File: src/rtl/usfr_map.svh
// Purpose: offsets, field positions and reset values of the serial block
// Assumes: word-wide register port with an 8-bit data path
// Notes: included by the design modules and by the checker and testbench files
`ifndef USFR_MAP_SVH
`define USFR_MAP_SVH
// register offsets
`define USFR_DATA_BUFFER_REG 3'h0
`define USFR_STATUS_REG_A 3'h1
`define USFR_CONTROL_REG_B 3'h2
`define USFR_CONTROL_REG_C 3'h3
`define USFR_BAUD_REG 3'h4
// status_reg_a bit positions
`define USFR_A_RX_READY 7
`define USFR_A_TX_DONE 6
`define USFR_A_TX_EMPTY 5
`define USFR_A_FRAMING 4
`define USFR_A_OVERRUN 3
`define USFR_A_PARITY 2
// control_reg_b bit positions
`define USFR_B_TX_DONE_IE 6
`define USFR_B_TX_EMPTY_IE 5
`define USFR_B_RX_EN 4
`define USFR_B_TX_EN 3
`define USFR_B_RX_NINTH 1
`define USFR_B_TX_NINTH 0
// control_reg_c bit positions
`define USFR_C_SYNC 6
`define USFR_C_PAR_EN 5
`define USFR_C_PAR_ODD 4
`define USFR_C_STOP2 3
`define USFR_C_SIZE_HI 2
`define USFR_C_SIZE_LO 0
// reset values
`define USFR_RST_B 8'h00
`define USFR_RST_C 8'h03
`define USFR_RST_BAUD 8'h00
// receive fifo depth
`define USFR_RX_DEPTH 2
`endif

File: src/rtl/usfr_pkg.sv
// Purpose: types shared by the serial block modules
// Assumes: constants come from usfr_map.svh
// Notes: no numbers live here besides state codes
package usfr_pkg;
  // transmit sequencer states
  typedef enum logic [2:0] {
    USFR_TX_IDLE = 3'b000,
    USFR_TX_START = 3'b001,
    USFR_TX_DATA = 3'b010,
    USFR_TX_PAR = 3'b011,
    USFR_TX_STOP = 3'b100
  } usfr_tx_e;
  // receive sequencer states
  typedef enum logic [2:0] {
    USFR_RX_IDLE = 3'b000,
    USFR_RX_START = 3'b001,
    USFR_RX_DATA = 3'b010,
    USFR_RX_PAR = 3'b011,
    USFR_RX_STOP = 3'b100
  } usfr_rx_e;
  // one buffered received frame
  typedef struct packed {
    logic [8:0] data;
    logic frame_err;
    logic par_err;
  } usfr_rx_ent_s;
endpackage

File: src/rtl/usfr_rx_mem.sv
// Purpose: two-entry receive frame store with registered read data
// Assumes: single clock, caller never writes a full store
// Notes: entry holds 9 data bits plus framing and parity status
`timescale 1ns/1ps
`default_nettype none
`include "usfr_map.svh"
module usfr_rx_mem
  import usfr_pkg::*;
(
  input wire logic mclk,
  input wire logic resetn,
  input wire logic flush,
  input wire logic wr_en,
  input wire usfr_rx_ent_s wr_data,
  input wire logic rd_adv,
  output logic rd_valid,
  output usfr_rx_ent_s rd_data
);
  // storage, pointers and count kept together
  typedef struct packed {
    usfr_rx_ent_s [`USFR_RX_DEPTH-1:0] mem;
    logic wp;
    logic rp;
    logic [1:0] cnt;
    usfr_rx_ent_s out;
  } usfr_mem_s;
  usfr_mem_s st_q;
  usfr_mem_s st_d;

  // next state: flush, else pop then push, then refresh the output register
  always_comb
  begin
    st_d = st_q;
    if (flush)
    begin
      st_d.cnt = 2'h0;
      st_d.wp = 1'b0;
      st_d.rp = 1'b0;
    end
    else
    begin
      // pop only when data is there
      if (rd_adv && st_q.cnt != 2'h0)
      begin
        st_d.rp = ~st_q.rp;
        st_d.cnt = st_d.cnt - 2'h1;
      end
      if (wr_en)
      begin
        st_d.mem[st_q.wp] = wr_data;
        st_d.wp = ~st_q.wp;
        st_d.cnt = st_d.cnt + 2'h1;
      end
    end
    // head entry registered so readers see a flop output
    st_d.out = st_d.mem[st_d.rp];
  end

  // state register
  always_ff @(posedge mclk or negedge resetn)
  begin
    if (!resetn)
      st_q <= '0;
    else
      st_q <= st_d;
  end

  assign rd_valid = (st_q.cnt != 2'h0);
  assign rd_data = st_q.out;
endmodule
`default_nettype wire

File: src/rtl/usfr_core.sv
// What this block does
// empty flag high while holding buffer empty
// software writes zero to empty flag
// empty irq level while flag and enable
// data buffer write clears empty flag
// handler refills buffer or drops enable
// done flag sets after last frame, buffer empty
// done flag cleared by ack or write-one
// done irq requested while flag and enable
// parity bit after data, before stop
// transmit disable waits for pending frames
// disabled transmitter releases serial output pin
// receive enable takes over serial input pin
// sync mode samples on external clock
// capture starts at valid start bit
// second stop bit ignored by receiver
// first stop bit moves frame to buffer
// unused upper received bits read zero
// software reads ninth bit, status first
// data byte read advances receive fifo
// ninth bit passed like any data bit
// software loads tx ninth bit first
// parity is xor, inverted for odd
// receive-ready high while buffer unread
// irqs are levels, global gating outside
//
// Purpose: serial transmitter flags, parity, deferred disable, receiver
// Assumes: mclk 125 MHz; register port read data one cycle after strobe
// Notes: baud tick is a divider of mclk; async receive samples mid-bit
//
// The placing of the registers and the strobed register port were left to the implementer.
`timescale 1ns/1ps
`default_nettype none
`include "usfr_map.svh"
module usfr_core
  import usfr_pkg::*;
(
  input wire logic mclk,
  input wire logic resetn,
  input wire logic [2:0] reg_addr,
  input wire logic [7:0] reg_wdata,
  input wire logic reg_wr,
  input wire logic reg_rd,
  output logic [7:0] reg_rdata,
  input wire logic serial_in_pin,
  input wire logic sync_clock_pin,
  output logic serial_out_pin,
  output logic serial_out_oe,
  output logic serial_in_own,
  output logic tx_empty_irq,
  input wire logic tx_done_irq_ack,
  output logic tx_done_irq
);
  // whole block state
  typedef struct packed {
    logic [7:0] ctl_b;
    logic [7:0] ctl_c;
    logic [7:0] baud;
    logic [7:0] rdata;
    logic [8:0] hold;
    logic hold_full;
    logic tx_done;
    logic tx_on;
    usfr_tx_e tx_st;
    logic [10:0] tx_sh;
    logic [3:0] tx_cnt;
    logic [7:0] tx_div;
    logic txo;
    logic [1:0] in_sy;
    logic [1:0] ck_sy;
    logic ck_prev;
    usfr_rx_e rx_st;
    logic [8:0] rx_sh;
    logic [3:0] rx_cnt;
    logic [7:0] rx_div;
    logic rx_par;
    logic overrun;
    logic pend;
    usfr_rx_ent_s pend_ent;
    logic [1:0] fill;
  } usfr_core_s;
  usfr_core_s st_q;
  usfr_core_s st_d;

  // fifo hookup
  logic fifo_wr;
  logic fifo_adv;
  logic fifo_valid;
  usfr_rx_ent_s fifo_in;
  usfr_rx_ent_s fifo_out;
  logic rx_flush;

  // data bits per character from the size field
  function automatic logic [3:0] char_bits(input logic [2:0] sz);
    case (sz)
      3'h0: char_bits = 4'h5;
      3'h1: char_bits = 4'h6;
      3'h2: char_bits = 4'h7;
      3'h7: char_bits = 4'h9;
      default: char_bits = 4'h8;
    endcase
  endfunction

  // parity of the data bits below n
  function automatic logic par_of(input logic [8:0] d, input logic [3:0] n,
    input logic odd);
    logic p;
    p = odd;
    for (int i = 0; i < 9; i++)
      if (4'(i) < n)
        p = p ^ d[i];
    par_of = p;
  endfunction

  // mask of low n bits, used by tx load and rx readout
  function automatic logic [8:0] keep_low(input logic [8:0] d,
    input logic [3:0] n);
    logic [8:0] m;
    m = '0;
    for (int i = 0; i < 9; i++)
      m[i] = (4'(i) < n);
    keep_low = d & m;
  endfunction

  logic [3:0] nbits;
  logic sync_mode;
  logic rx_in;
  logic ck_rise;
  logic ck_fall;
  assign nbits = char_bits(st_q.ctl_c[`USFR_C_SIZE_HI:`USFR_C_SIZE_LO]);
  assign sync_mode = st_q.ctl_c[`USFR_C_SYNC];
  assign rx_in = st_q.in_sy[1];
  assign ck_rise = st_q.ck_sy[1] & ~st_q.ck_prev;
  assign ck_fall = ~st_q.ck_sy[1] & st_q.ck_prev;

  // next-state logic for registers, transmitter and receiver
  always_comb
  begin
    logic tx_tick;
    logic rx_tick;
    logic rx_bit;
    logic was_empty;
    logic [3:0] half;
    logic [8:0] rd_low;
    rd_low = '0;
    tx_tick = 1'b0;
    rx_tick = 1'b0;
    rx_bit = 1'b0;
    was_empty = 1'b0;
    half = 4'h0;
    st_d = st_q;
    fifo_wr = 1'b0;
    fifo_adv = 1'b0;
    fifo_in = '0;
    // pin synchronisers, first stage read only by the second
    st_d.in_sy = {st_q.in_sy[0], serial_in_pin};
    st_d.ck_sy = {st_q.ck_sy[0], sync_clock_pin};
    st_d.ck_prev = st_q.ck_sy[1];

    // register writes
    if (reg_wr)
    begin
      unique case (reg_addr)
        `USFR_DATA_BUFFER_REG:
        begin
          // ninth bit taken from control_reg_b now
          st_d.hold = {st_q.ctl_b[`USFR_B_TX_NINTH], reg_wdata};
          st_d.hold_full = 1'b1;
        end
        `USFR_STATUS_REG_A:
          // write-one clears done; other bits ignore writes
          if (reg_wdata[`USFR_A_TX_DONE])
            st_d.tx_done = 1'b0;
        `USFR_CONTROL_REG_B:
          // rx ninth bit is read only
          st_d.ctl_b = reg_wdata & ~(8'h01 << `USFR_B_RX_NINTH);
        `USFR_CONTROL_REG_C:
          st_d.ctl_c = reg_wdata;
        `USFR_BAUD_REG:
          st_d.baud = reg_wdata;
        default: ;
      endcase
    end
    // taken interrupt clears done
    if (tx_done_irq_ack)
      st_d.tx_done = 1'b0;

    // register reads, answered next cycle
    if (reg_rd)
    begin
      case (reg_addr)
        `USFR_DATA_BUFFER_REG:
        begin
          rd_low = keep_low(fifo_out.data, nbits);
          st_d.rdata = rd_low[7:0];
          fifo_adv = fifo_valid;
        end
        `USFR_STATUS_REG_A:
        begin
          st_d.rdata = '0;
          st_d.rdata[`USFR_A_RX_READY] = fifo_valid;
          st_d.rdata[`USFR_A_TX_DONE] = st_q.tx_done;
          st_d.rdata[`USFR_A_TX_EMPTY] = ~st_q.hold_full;
          st_d.rdata[`USFR_A_FRAMING] = fifo_valid & fifo_out.frame_err;
          st_d.rdata[`USFR_A_OVERRUN] = st_q.overrun;
          st_d.rdata[`USFR_A_PARITY] = fifo_valid & fifo_out.par_err;
        end
        `USFR_CONTROL_REG_B:
        begin
          st_d.rdata = st_q.ctl_b;
          st_d.rdata[`USFR_B_RX_NINTH] = fifo_valid & fifo_out.data[8];
        end
        `USFR_CONTROL_REG_C: st_d.rdata = st_q.ctl_c;
        `USFR_BAUD_REG: st_d.rdata = st_q.baud;
        default: st_d.rdata = 8'h00;
      endcase
    end

    // transmit bit timing: baud divider or sync clock falling edge
    if (sync_mode)
      tx_tick = ck_fall;
    else if (st_q.tx_div == st_q.baud)
      tx_tick = 1'b1;
    st_d.tx_div = (tx_tick || st_q.tx_st == USFR_TX_IDLE) ? 8'h00
      : st_q.tx_div + 8'h01;

    // transmitter enable, disable deferred until idle and buffer empty
    if (st_q.ctl_b[`USFR_B_TX_EN])
      st_d.tx_on = 1'b1;
    else if (st_q.tx_st == USFR_TX_IDLE && !st_q.hold_full)
      st_d.tx_on = 1'b0;

    // transmit sequencer
    unique case (st_q.tx_st)
      USFR_TX_IDLE:
      begin
        st_d.txo = 1'b1;
        if (st_q.tx_on && st_q.hold_full)
        begin
          st_d.tx_sh = {2'b00, keep_low(st_q.hold, nbits)};
          st_d.tx_sh[9] = par_of(st_q.hold, nbits, st_q.ctl_c[`USFR_C_PAR_ODD]);
          st_d.hold_full = reg_wr && reg_addr == `USFR_DATA_BUFFER_REG;
          st_d.tx_st = USFR_TX_START;
        end
      end
      USFR_TX_START:
      begin
        st_d.txo = 1'b0;
        if (tx_tick)
        begin
          st_d.tx_cnt = 4'h0;
          st_d.tx_st = USFR_TX_DATA;
          st_d.txo = st_q.tx_sh[0];
        end
      end
      USFR_TX_DATA:
        if (tx_tick)
        begin
          st_d.tx_cnt = st_q.tx_cnt + 4'h1;
          if (st_q.tx_cnt + 4'h1 == nbits)
          begin
            // parity slot between last data bit and stop
            if (st_q.ctl_c[`USFR_C_PAR_EN])
            begin
              st_d.tx_st = USFR_TX_PAR;
              st_d.txo = st_q.tx_sh[9];
            end
            else
            begin
              st_d.tx_st = USFR_TX_STOP;
              st_d.txo = 1'b1;
              st_d.tx_cnt = 4'h0;
            end
          end
          else
            st_d.txo = st_q.tx_sh[st_q.tx_cnt + 4'h1];
        end
      USFR_TX_PAR:
        if (tx_tick)
        begin
          st_d.tx_st = USFR_TX_STOP;
          st_d.txo = 1'b1;
          st_d.tx_cnt = 4'h0;
        end
      USFR_TX_STOP:
        if (tx_tick)
        begin
          // stop select in ctl_c bit 3 gives a second stop bit
          if (st_q.tx_cnt == 4'h0 && st_q.ctl_c[`USFR_C_STOP2])
            st_d.tx_cnt = 4'h1;
          else
          begin
            st_d.tx_st = USFR_TX_IDLE;
            was_empty = !st_q.hold_full || !st_q.tx_on;
            if (was_empty)
              st_d.tx_done = 1'b1;
          end
        end
      default: st_d.tx_st = USFR_TX_IDLE;
    endcase

    // receive bit timing: sync clock rise or mid-bit of the divider
    half = 4'h0;
    if (sync_mode)
      rx_tick = ck_rise;
    else if (st_q.rx_div == st_q.baud)
      rx_tick = 1'b1;
    rx_bit = rx_in;

    // move the waiting frame once the store has a free slot
    // placed first so a new stop bit or start bit below wins
    if (st_q.pend && st_q.ctl_b[`USFR_B_RX_EN] &&
      st_q.fill != 2'(`USFR_RX_DEPTH))
    begin
      fifo_wr = 1'b1;
      fifo_in = st_q.pend_ent;
      st_d.pend = 1'b0;
      st_d.overrun = 1'b0;
    end

    // receive sequencer, only while enabled
    if (!st_q.ctl_b[`USFR_B_RX_EN])
    begin
      st_d.rx_st = USFR_RX_IDLE;
      st_d.pend = 1'b0;
      st_d.overrun = 1'b0;
    end
    else
    begin
      st_d.rx_div = rx_tick ? 8'h00 : st_q.rx_div + 8'h01;
      unique case (st_q.rx_st)
        USFR_RX_IDLE:
          // sync: start bit is only seen on a clock rise
          if (!rx_bit && (!sync_mode || rx_tick))
          begin
            // async: check start again two cycles later
            st_d.rx_div = {1'b0, st_q.baud[7:1]};
            st_d.rx_st = sync_mode ? USFR_RX_DATA : USFR_RX_START;
            st_d.rx_cnt = 4'h0;
            st_d.rx_sh = '0;
            if (st_q.pend)
              st_d.overrun = 1'b1;
          end
        USFR_RX_START:
          if (st_q.rx_div == {1'b0, st_q.baud[7:1]} + 8'h01 && rx_bit)
            st_d.rx_st = USFR_RX_IDLE;
          else if (rx_tick)
            st_d.rx_st = USFR_RX_DATA;
        USFR_RX_DATA:
          if (rx_tick)
          begin
            st_d.rx_sh[st_q.rx_cnt] = rx_bit;
            st_d.rx_cnt = st_q.rx_cnt + 4'h1;
            if (st_q.rx_cnt + 4'h1 == nbits)
              st_d.rx_st = st_q.ctl_c[`USFR_C_PAR_EN] ? USFR_RX_PAR
                : USFR_RX_STOP;
          end
        USFR_RX_PAR:
          if (rx_tick)
          begin
            st_d.rx_par = rx_bit;
            st_d.rx_st = USFR_RX_STOP;
          end
        USFR_RX_STOP:
          if (rx_tick)
          begin
            // first stop bit ends the frame; a second is never awaited
            st_d.pend_ent.data = st_q.rx_sh;
            st_d.pend_ent.frame_err = ~rx_bit;
            st_d.pend_ent.par_err = st_q.ctl_c[`USFR_C_PAR_EN] &&
              (st_q.rx_par != par_of(st_q.rx_sh, nbits,
              st_q.ctl_c[`USFR_C_PAR_ODD]));
            st_d.rx_st = USFR_RX_IDLE;
            st_d.pend = 1'b1;
          end
        default: st_d.rx_st = USFR_RX_IDLE;
      endcase
    end
    // store fill level, cleared together with the flush
    if (!st_q.ctl_b[`USFR_B_RX_EN])
      st_d.fill = 2'h0;
    else
      st_d.fill = st_q.fill + {1'b0, fifo_wr} - {1'b0, fifo_adv};
  end

  // receive store, emptied while the receiver is off
  assign rx_flush = ~st_q.ctl_b[`USFR_B_RX_EN];
  usfr_rx_mem rx_mem_u (
    .mclk(mclk),
    .resetn(resetn),
    .flush(rx_flush),
    .wr_en(fifo_wr),
    .wr_data(fifo_in),
    .rd_adv(fifo_adv),
    .rd_valid(fifo_valid),
    .rd_data(fifo_out)
  );

  // state register; lines load their idle levels at reset
  always_ff @(posedge mclk or negedge resetn)
  begin
    if (!resetn)
    begin
      st_q <= '0;
      st_q.ctl_b <= `USFR_RST_B;
      st_q.ctl_c <= `USFR_RST_C;
      st_q.baud <= `USFR_RST_BAUD;
      st_q.txo <= 1'b1;
      st_q.in_sy <= 2'b11;
    end
    else
      st_q <= st_d;
  end

  // outputs straight from flops
  assign reg_rdata = st_q.rdata;
  assign serial_out_pin = st_q.txo;
  assign serial_out_oe = st_q.tx_on;
  assign serial_in_own = st_q.ctl_b[`USFR_B_RX_EN];
  // interrupt levels; global gating is applied outside
  assign tx_empty_irq = ~st_q.hold_full &
    st_q.ctl_b[`USFR_B_TX_EMPTY_IE];
  assign tx_done_irq = st_q.tx_done &
    st_q.ctl_b[`USFR_B_TX_DONE_IE];
endmodule
`default_nettype wire

File: config.mk
export PLATFORM = sky130hd
export DESIGN_NAME = usfr_core
export DESIGN_NICKNAME = d
export VERILOG_FILES = /design/src/rtl/usfr_pkg.sv /design/src/rtl/usfr_rx_mem.sv /design/src/rtl/usfr_core.sv
export VERILOG_INCLUDE_DIRS = /design/src /design/src/rtl
export SDC_FILE = /design/constraint.sdc
export NUM_CORES = 1
export LEC_CHECK = 0
export ABC_AREA = 1
export BUFFER_PORTS_ARGS = -buffer_cell sky130_fd_sc_hd__buf_2
export CAP_MARGIN = 10
export CORE_MARGIN = 2
export CORE_UTILIZATION = 62
export DETAILED_ROUTE_END_ITERATION = 16
export PLACE_DENSITY = 0.8
export SYNTH_ARGS = -nofsm -noshare
export SYNTH_HDL_FRONTEND = slang
export SYNTH_SLANG_ARGS = --single-unit
File: constraint.sdc
create_clock -name mclk -period 2.45 [get_ports mclk]
set_input_delay 0.245 -clock mclk [delete_from_list [all_inputs] [get_ports mclk]]
set_output_delay 0.245 -clock mclk [all_outputs]
set_load 0.01 [all_outputs]
Yosys cells after proc, flatten, opt, wreduce, memory -nomap -nowiden
Cells that the tools add are included.
{"block": "op_classes", "n_eq_ne": 40, "addsub": 9, "magnitude_cmp": 15, "mux": 144, "n_reduce_logical": 42, "bitwise_logic": 33}
{"cell": "$mux W1", "count": 90}
{"cell": "$mux W3", "count": 15}
{"cell": "$mux W11", "count": 4}
{"cell": "$pmux W8 S5", "count": 1}
{"cell": "$pmux W3 S5", "count": 2}
{"cell": "$mux W4", "count": 7}
{"cell": "$pmux W13 S2", "count": 1}
{"cell": "$eq A8 B8 Y1", "count": 3}
{"cell": "$mux W12", "count": 2}
{"cell": "$mux W24", "count": 1}
{"cell": "$mux W8", "count": 3}
{"cell": "$mux W23", "count": 1}
{"cell": "$bwmux W22", "count": 1}
{"cell": "$mux W22", "count": 1}
{"cell": "$eq A3 B2 Y1 const B", "count": 7}
{"cell": "$ne A2 B2 Y1 const B", "count": 10}
{"cell": "$xor A1 B1 Y1", "count": 18}
{"cell": "$add A8 B1 Y8 const B", "count": 2}
{"cell": "$lt A3 B4 Y1 const A", "count": 4}
{"cell": "$mux W16", "count": 1}
{"cell": "$pmux W4 S4", "count": 1}
{"cell": "$ne A3 B3 Y1 const B", "count": 5}
{"cell": "$mux W14", "count": 1}
{"cell": "$eq A3 B1 Y1 const B", "count": 4}
{"cell": "44 further kinds", "count": 98}
{"block": "totals", "reg_bits": 151, "input_bits": 18, "wordCells": 322}

Logic depth before layout (Yosys ltp)
{"block": "logic_depth", "word_depth": 52, "depth_mapped": 16, "depth_no_buf": 16}

Cells and area by module
Synthesis repeated with hierarchy kept, for this count alone.
{"block": "unflattened", "hier_cells": 1004, "hier_area_um2": 8049.0}
{"module": "usfr_core", "n_inst": 1, "cells_each": 831, "seq_area_each_um2": 2859.0, "area_each_um2": 6406.1}
{"module": "usfr_rx_mem", "n_inst": 1, "cells_each": 173, "seq_area_each_um2": 925.9, "area_each_um2": 1642.8}

Least setup slack after synthesis
OpenSTA, ideal clock, no wires.
{"block": "synth_path", "path_kind": "register to register", "from": "register st_q[54] in the netlist's numbering", "to": "register st_q[71] in the netlist's numbering", "path_stages_with_launch": 12, "n_path_buf": 1, "synth_period_minus_slack_ns": 1.924, "t_required_ns": 2.383, "setup_ns": 0.067, "slack_ns": 0.526, "t_arrival_ns": 1.857, "cell_sequence": "dfrtp_1 -> clkinv_1 -> ha_1 -> clkbuf_1 -> xor2_1 -> nor2_1 -> nand2_1 -> nand2_1 -> nand2_1 -> nor2_1 -> nand3_1 -> nand2_1"}
{"block": "synth_via", "elab_chain_len": 4, "elab_cells_between_ends": 7, "classes_between": "add/sub: 1; eq/ne: 3; reduce/logical: 3"}
{"element": "start, declared", "line": "usfr_core.sv:82", "rtl": "usfr_core_s st_q;"}
{"element": "start signal, assigned", "line": "usfr_core.sv:412", "rtl": "st_q <= st_d;"}
{"element": "$add A4 B1 Y4 / $logic_not A4 Y1 (equally long branches)", "line": "usfr_core.sv:260, usfr_core.sv:289"}
{"element": "$eq A4 B4 Y1 / $logic_and A1 B1 Y1 (equally long branches)", "line": "usfr_core.sv:260, usfr_core.sv:289"}
{"element": "$ne A2 B2 Y1 (no source line)"}
{"element": "$reduce_and A7 Y1 (no source line) (*)"}
Mark *: on every way between the ends. The rest lies on a longest branch, timed or not.
A chain may end at the register's enable or synchronous reset.

Worst setup path in the final report
{"block": "layout_path", "from": "register st_q[93] in the netlist's numbering", "to": "register st_q[37] in the netlist's numbering"}
{"block": "layout_via", "elab_chain_len": 7, "elab_cells_between_ends": 17, "classes_between": "add/sub: 1; eq/ne: 7; mux: 5; reduce/logical: 4"}
{"element": "branches (longest 7 deep; another with $add A7 B1 Y8)"}
Several ways; the timed one is not identified.

==> results.sh <==
export IMPL_critPathMaxFanout=10
export IMPL_hold_viol_final=0
export IMPL_synth_compound_area_frac=0.1257
export IMPL_routed_wl_um=19900
export IMPL_syn_avg_cell_area_um2=7.999
export IMPL_utilization=0.7210
export IMPL_drtPass1Iterations=5
export IMPL_p_seq_frac=0.396
export IMPL_synthTopCellsByArea="dfrtp_1 47%, nand2_1 13%, o21ai_0 6.1%, inv_1 5.2%, nor2_1 3.5%"
export IMPL_start_util=0.6386
export IMPL_port_buffers=30
export IMPL_vias_per_cell=5.696
export IMPL_die_x_um=115.7
export IMPL_crit_required_ns=2.78
export IMPL_clkLatencyLatePin_ns=0.44
export IMPL_ys_flop_type="dfrtp_1"
export IMPL_cts_max_level=4
export IMPL_instances_no_fill=1187
export IMPL_finalSetupViolations=0
export IMPL_synth_top_family_by_area="simple AND/OR/NAND/NOR gates"
export IMPL_cts_root_buffer_cell="clkbuf_16"
export IMPL_wire_per_inst_um=16.77
export IMPL_drc=0
export IMPL_p_comb_frac=0.267
export IMPL_top_usage_layer="met2"
export IMPL_yosysMostFrequentCell="nand2_1"
export IMPL_syn_to_final_growth_pct=12.89
export IMPL_grt_first_pass_wirelength_um=31950
export IMPL_worst_setup_path_type="reg2reg"
export IMPL_post_cts_repair_setup_buffers=0
export IMPL_clock_path_buffers=2
export IMPL_core_area_mm2=0.01211
export IMPL_start_kind="flop"
export IMPL_dp_cells=1151
export IMPL_syn_num_nets=997
export IMPL_slew_limit_headroom=0.5581
export IMPL_p_sw_frac=0.3491
export IMPL_ir_drop_uv=866.3
export IMPL_yosys_area_share_simple=0.2404
export IMPL_async_flop_share=1.000
export IMPL_max_cap_viol_count=0
export IMPL_synth_edf_count=0
export IMPL_vias=6761
export IMPL_fin_tns_setup_ns=0
export IMPL_clock_fmax_ghz=0.4688
export IMPL_die_area_mm2=0.01339
export IMPL_drv_slew=0
export IMPL_period_minus_slack_ns=2.133
export IMPL_synth_seq_cells=151
export IMPL_crit_chain="ha_1, nand2_1, o21ai_0, nand2_1, nand2_1, nand3_1, nor2_1, nand3_1, nand2_1, nand2_1, nand2_1, nand2_1, nand3_1, nand2_1"
export IMPL_synth_common_cells="269 x nand2_1, 146 x dfrtp_1, 108 x inv_1"
export IMPL_slowest_stage="dfrtp_1"
export IMPL_muxShareOfSynthArea=0.007279
export IMPL_drt_iter0_drc=692
export IMPL_antenna_found_initial=1
export IMPL_track_usage=0.3152
export IMPL_globalRoute_totalOverflow=0
export IMPL_path_clk_slew_ns=0.06
export IMPL_cts_tree="yes"
export IMPL_p_leak_nw=4.381
export IMPL_synth_cell_types=43
export IMPL_rsz0062_at_grt="no"
export IMPL_grtUsageMet1=0.4195
export IMPL_netlist_area_mm2=0.007735
export IMPL_synth_largest_area_cell="dfrtp_1"
export IMPL_grt_start_max_net_pins=52
export IMPL_yosys_warnings=0
export IMPL_p_per_area_mw_per_mm2=936.7
export IMPL_synth_top_cell_area_share=0.4723
export IMPL_p_switching_mw=2.856
export IMPL_cp_data_arrival_time_ns=2.46
export IMPL_p_int_mw=5.324
export IMPL_drive_gt1_frac=0.1100
export IMPL_slowest_delay_ns=0.54
export IMPL_synth_fa_ha_area_frac=0.01941
export IMPL_grt_pass1_vias=6342
export IMPL_hpwlAfterDp_um=14100
export IMPL_use_met3=0.07270
export IMPL_grt_use_met2=0.4928
export IMPL_die_h_um=115.7
export IMPL_cp_end_kind="flop"
export IMPL_clock_sinks=151
export IMPL_netlist_instances=967
export IMPL_cts_buffers=17
export IMPL_synth_xor_area_frac=0.03737
export IMPL_status="completed"
export IMPL_place_congestion=0.9927
export IMPL_worstMarginPinSlew_ns=0.6622
export IMPL_ios=31
export IMPL_ys_seq_area_frac=0.4893
export IMPL_hp_class="in2reg"
export IMPL_finClkSkew_ns=0.007168
export IMPL_ant_nets=0
export IMPL_crit_top_cell="nand2_1"
export IMPL_nets=1035
export IMPL_p_clk_frac=0.336
export IMPL_row_count=40
export IMPL_period_share=0.8707
==> worst max-delay path, delay by kind of cell, from the launching register on <==
| kind | cells | cell delay (ns) |
|---|---|---|
| and+or+nand+nor | 12 | 0.99 |
| DFF | 1 | 0.54 |
| adders and majority gates | 1 | 0.28 |
| AOI/OAI and AO/OA | 1 | 0.22 |
==> state kept, by name, summed over array words and instances (netlist names) <==
register	flops
reg_rdata	8
serial_in_own	1
st_q	99
rx_mem_u.rd_data	11
serial_out_pin	1
serial_out_oe	1
rx_in	1
st_d	3
rx_mem_u.st_q	26
==> cells by family after synthesis <==
group | count (synthesis)
AO/OA/AOI/OAI | 176
AND/OR/NAND/NOR | 440
flip-flops | 151
XOR/XNOR | 33
multiplexers | 5
adder cells (fa/ha/maj) | 12
buffers and inverters | 150
==> area by class of cell <==
cell class | count | area (um2)
multi-input cells | 666 | 3327
inverters | 115 | 431.7
flip-flops and latches | 151 | 3785
well taps | 168 | 210.2
clock inverters | 13 | 166.4
fillers | 942 | 3379
diodes | 1 | 2.502
repair buffers | 54 | 356.6
clock buffers | 19 | 452.9
==> power by group through the flow <==
| stage | Clock (mW) | Combinational [mW] | Sequential [mW] |
|---|---|---|---|
| finish | 2.75 | 2.19 | 3.24 |
| global route | 2.87 | 2.47 | 3.29 |
| CTS | 2.76 | 2.16 | 3.23 |
| detailed placement | 0 | 2.12 | 3.26 |
| global placement | 0 | 2.08 | 3.26 |
| floorplan | 0 | 1.58 | 3.15 |
==> routing by layer <==
| metal | share of wire | wire length, um |
|---|---|---|
| met3 | 0.068 | 1353 |
| met1 | 0.42 | 8360 |
| met4 | 0.043 | 864 |
| met5 | 0 | 0 |
| met2 | 0.47 | 9323 |
==> worst paths after layout <==
check / from / to / slack [ns] / cells past startpoint
worst max-delay path: st_q[93] / st_q[37] / 0.32 / 14
worst min-delay path: tx_done_irq_ack / st_q[73] / 0.01 / 2
worst max register to register: st_q[93] / st_q[37] / 0.32 / 14
worst min register to register: st_d[44] / rx_in / 0.36 / 0
max in group asynchronous: resetn / st_q[101] / 1.36 / 3
min in group asynchronous: resetn / st_q[50] / 0.32 / 2
==> layout by cell type (no fill, tap or decap), drive strengths merged, types with 6 or more instances in the layout <==
cell and n:
a21oi 32, a31oi 13, buf 51, clkbuf 19
dfrtp 146, ha 12, inv 118, nand2 272
nand3 52, nand4 10, nor2 74, nor3 16
o211ai 6, o21ai 96, o22ai 17, xnor2 11
xor2 22
==> what timing repair did <==
action	in CTS	in global routing
hold buffers	3	0
gates resized for setup	0	0
hold endpoints to repair	49	0
setup endpoints to repair	0	0
==> metrics by stage <==
step	hold WS, ns	cell area [um2]	total power [mW]	worst slack [ns]
floorplan	-0.05059	7735	4.734	0.5258
global placement	0.2148	8080	5.336	0.3986
detailed placement	0.2198	8080	5.376	0.3189
CTS	0.007069	8730	8.139	0.3557
global route	0.007479	8730	8.628	0.1073
finish	0.01124	8732	8.180	0.3169
No activity file was read; power rests on OpenSTA's default activity.
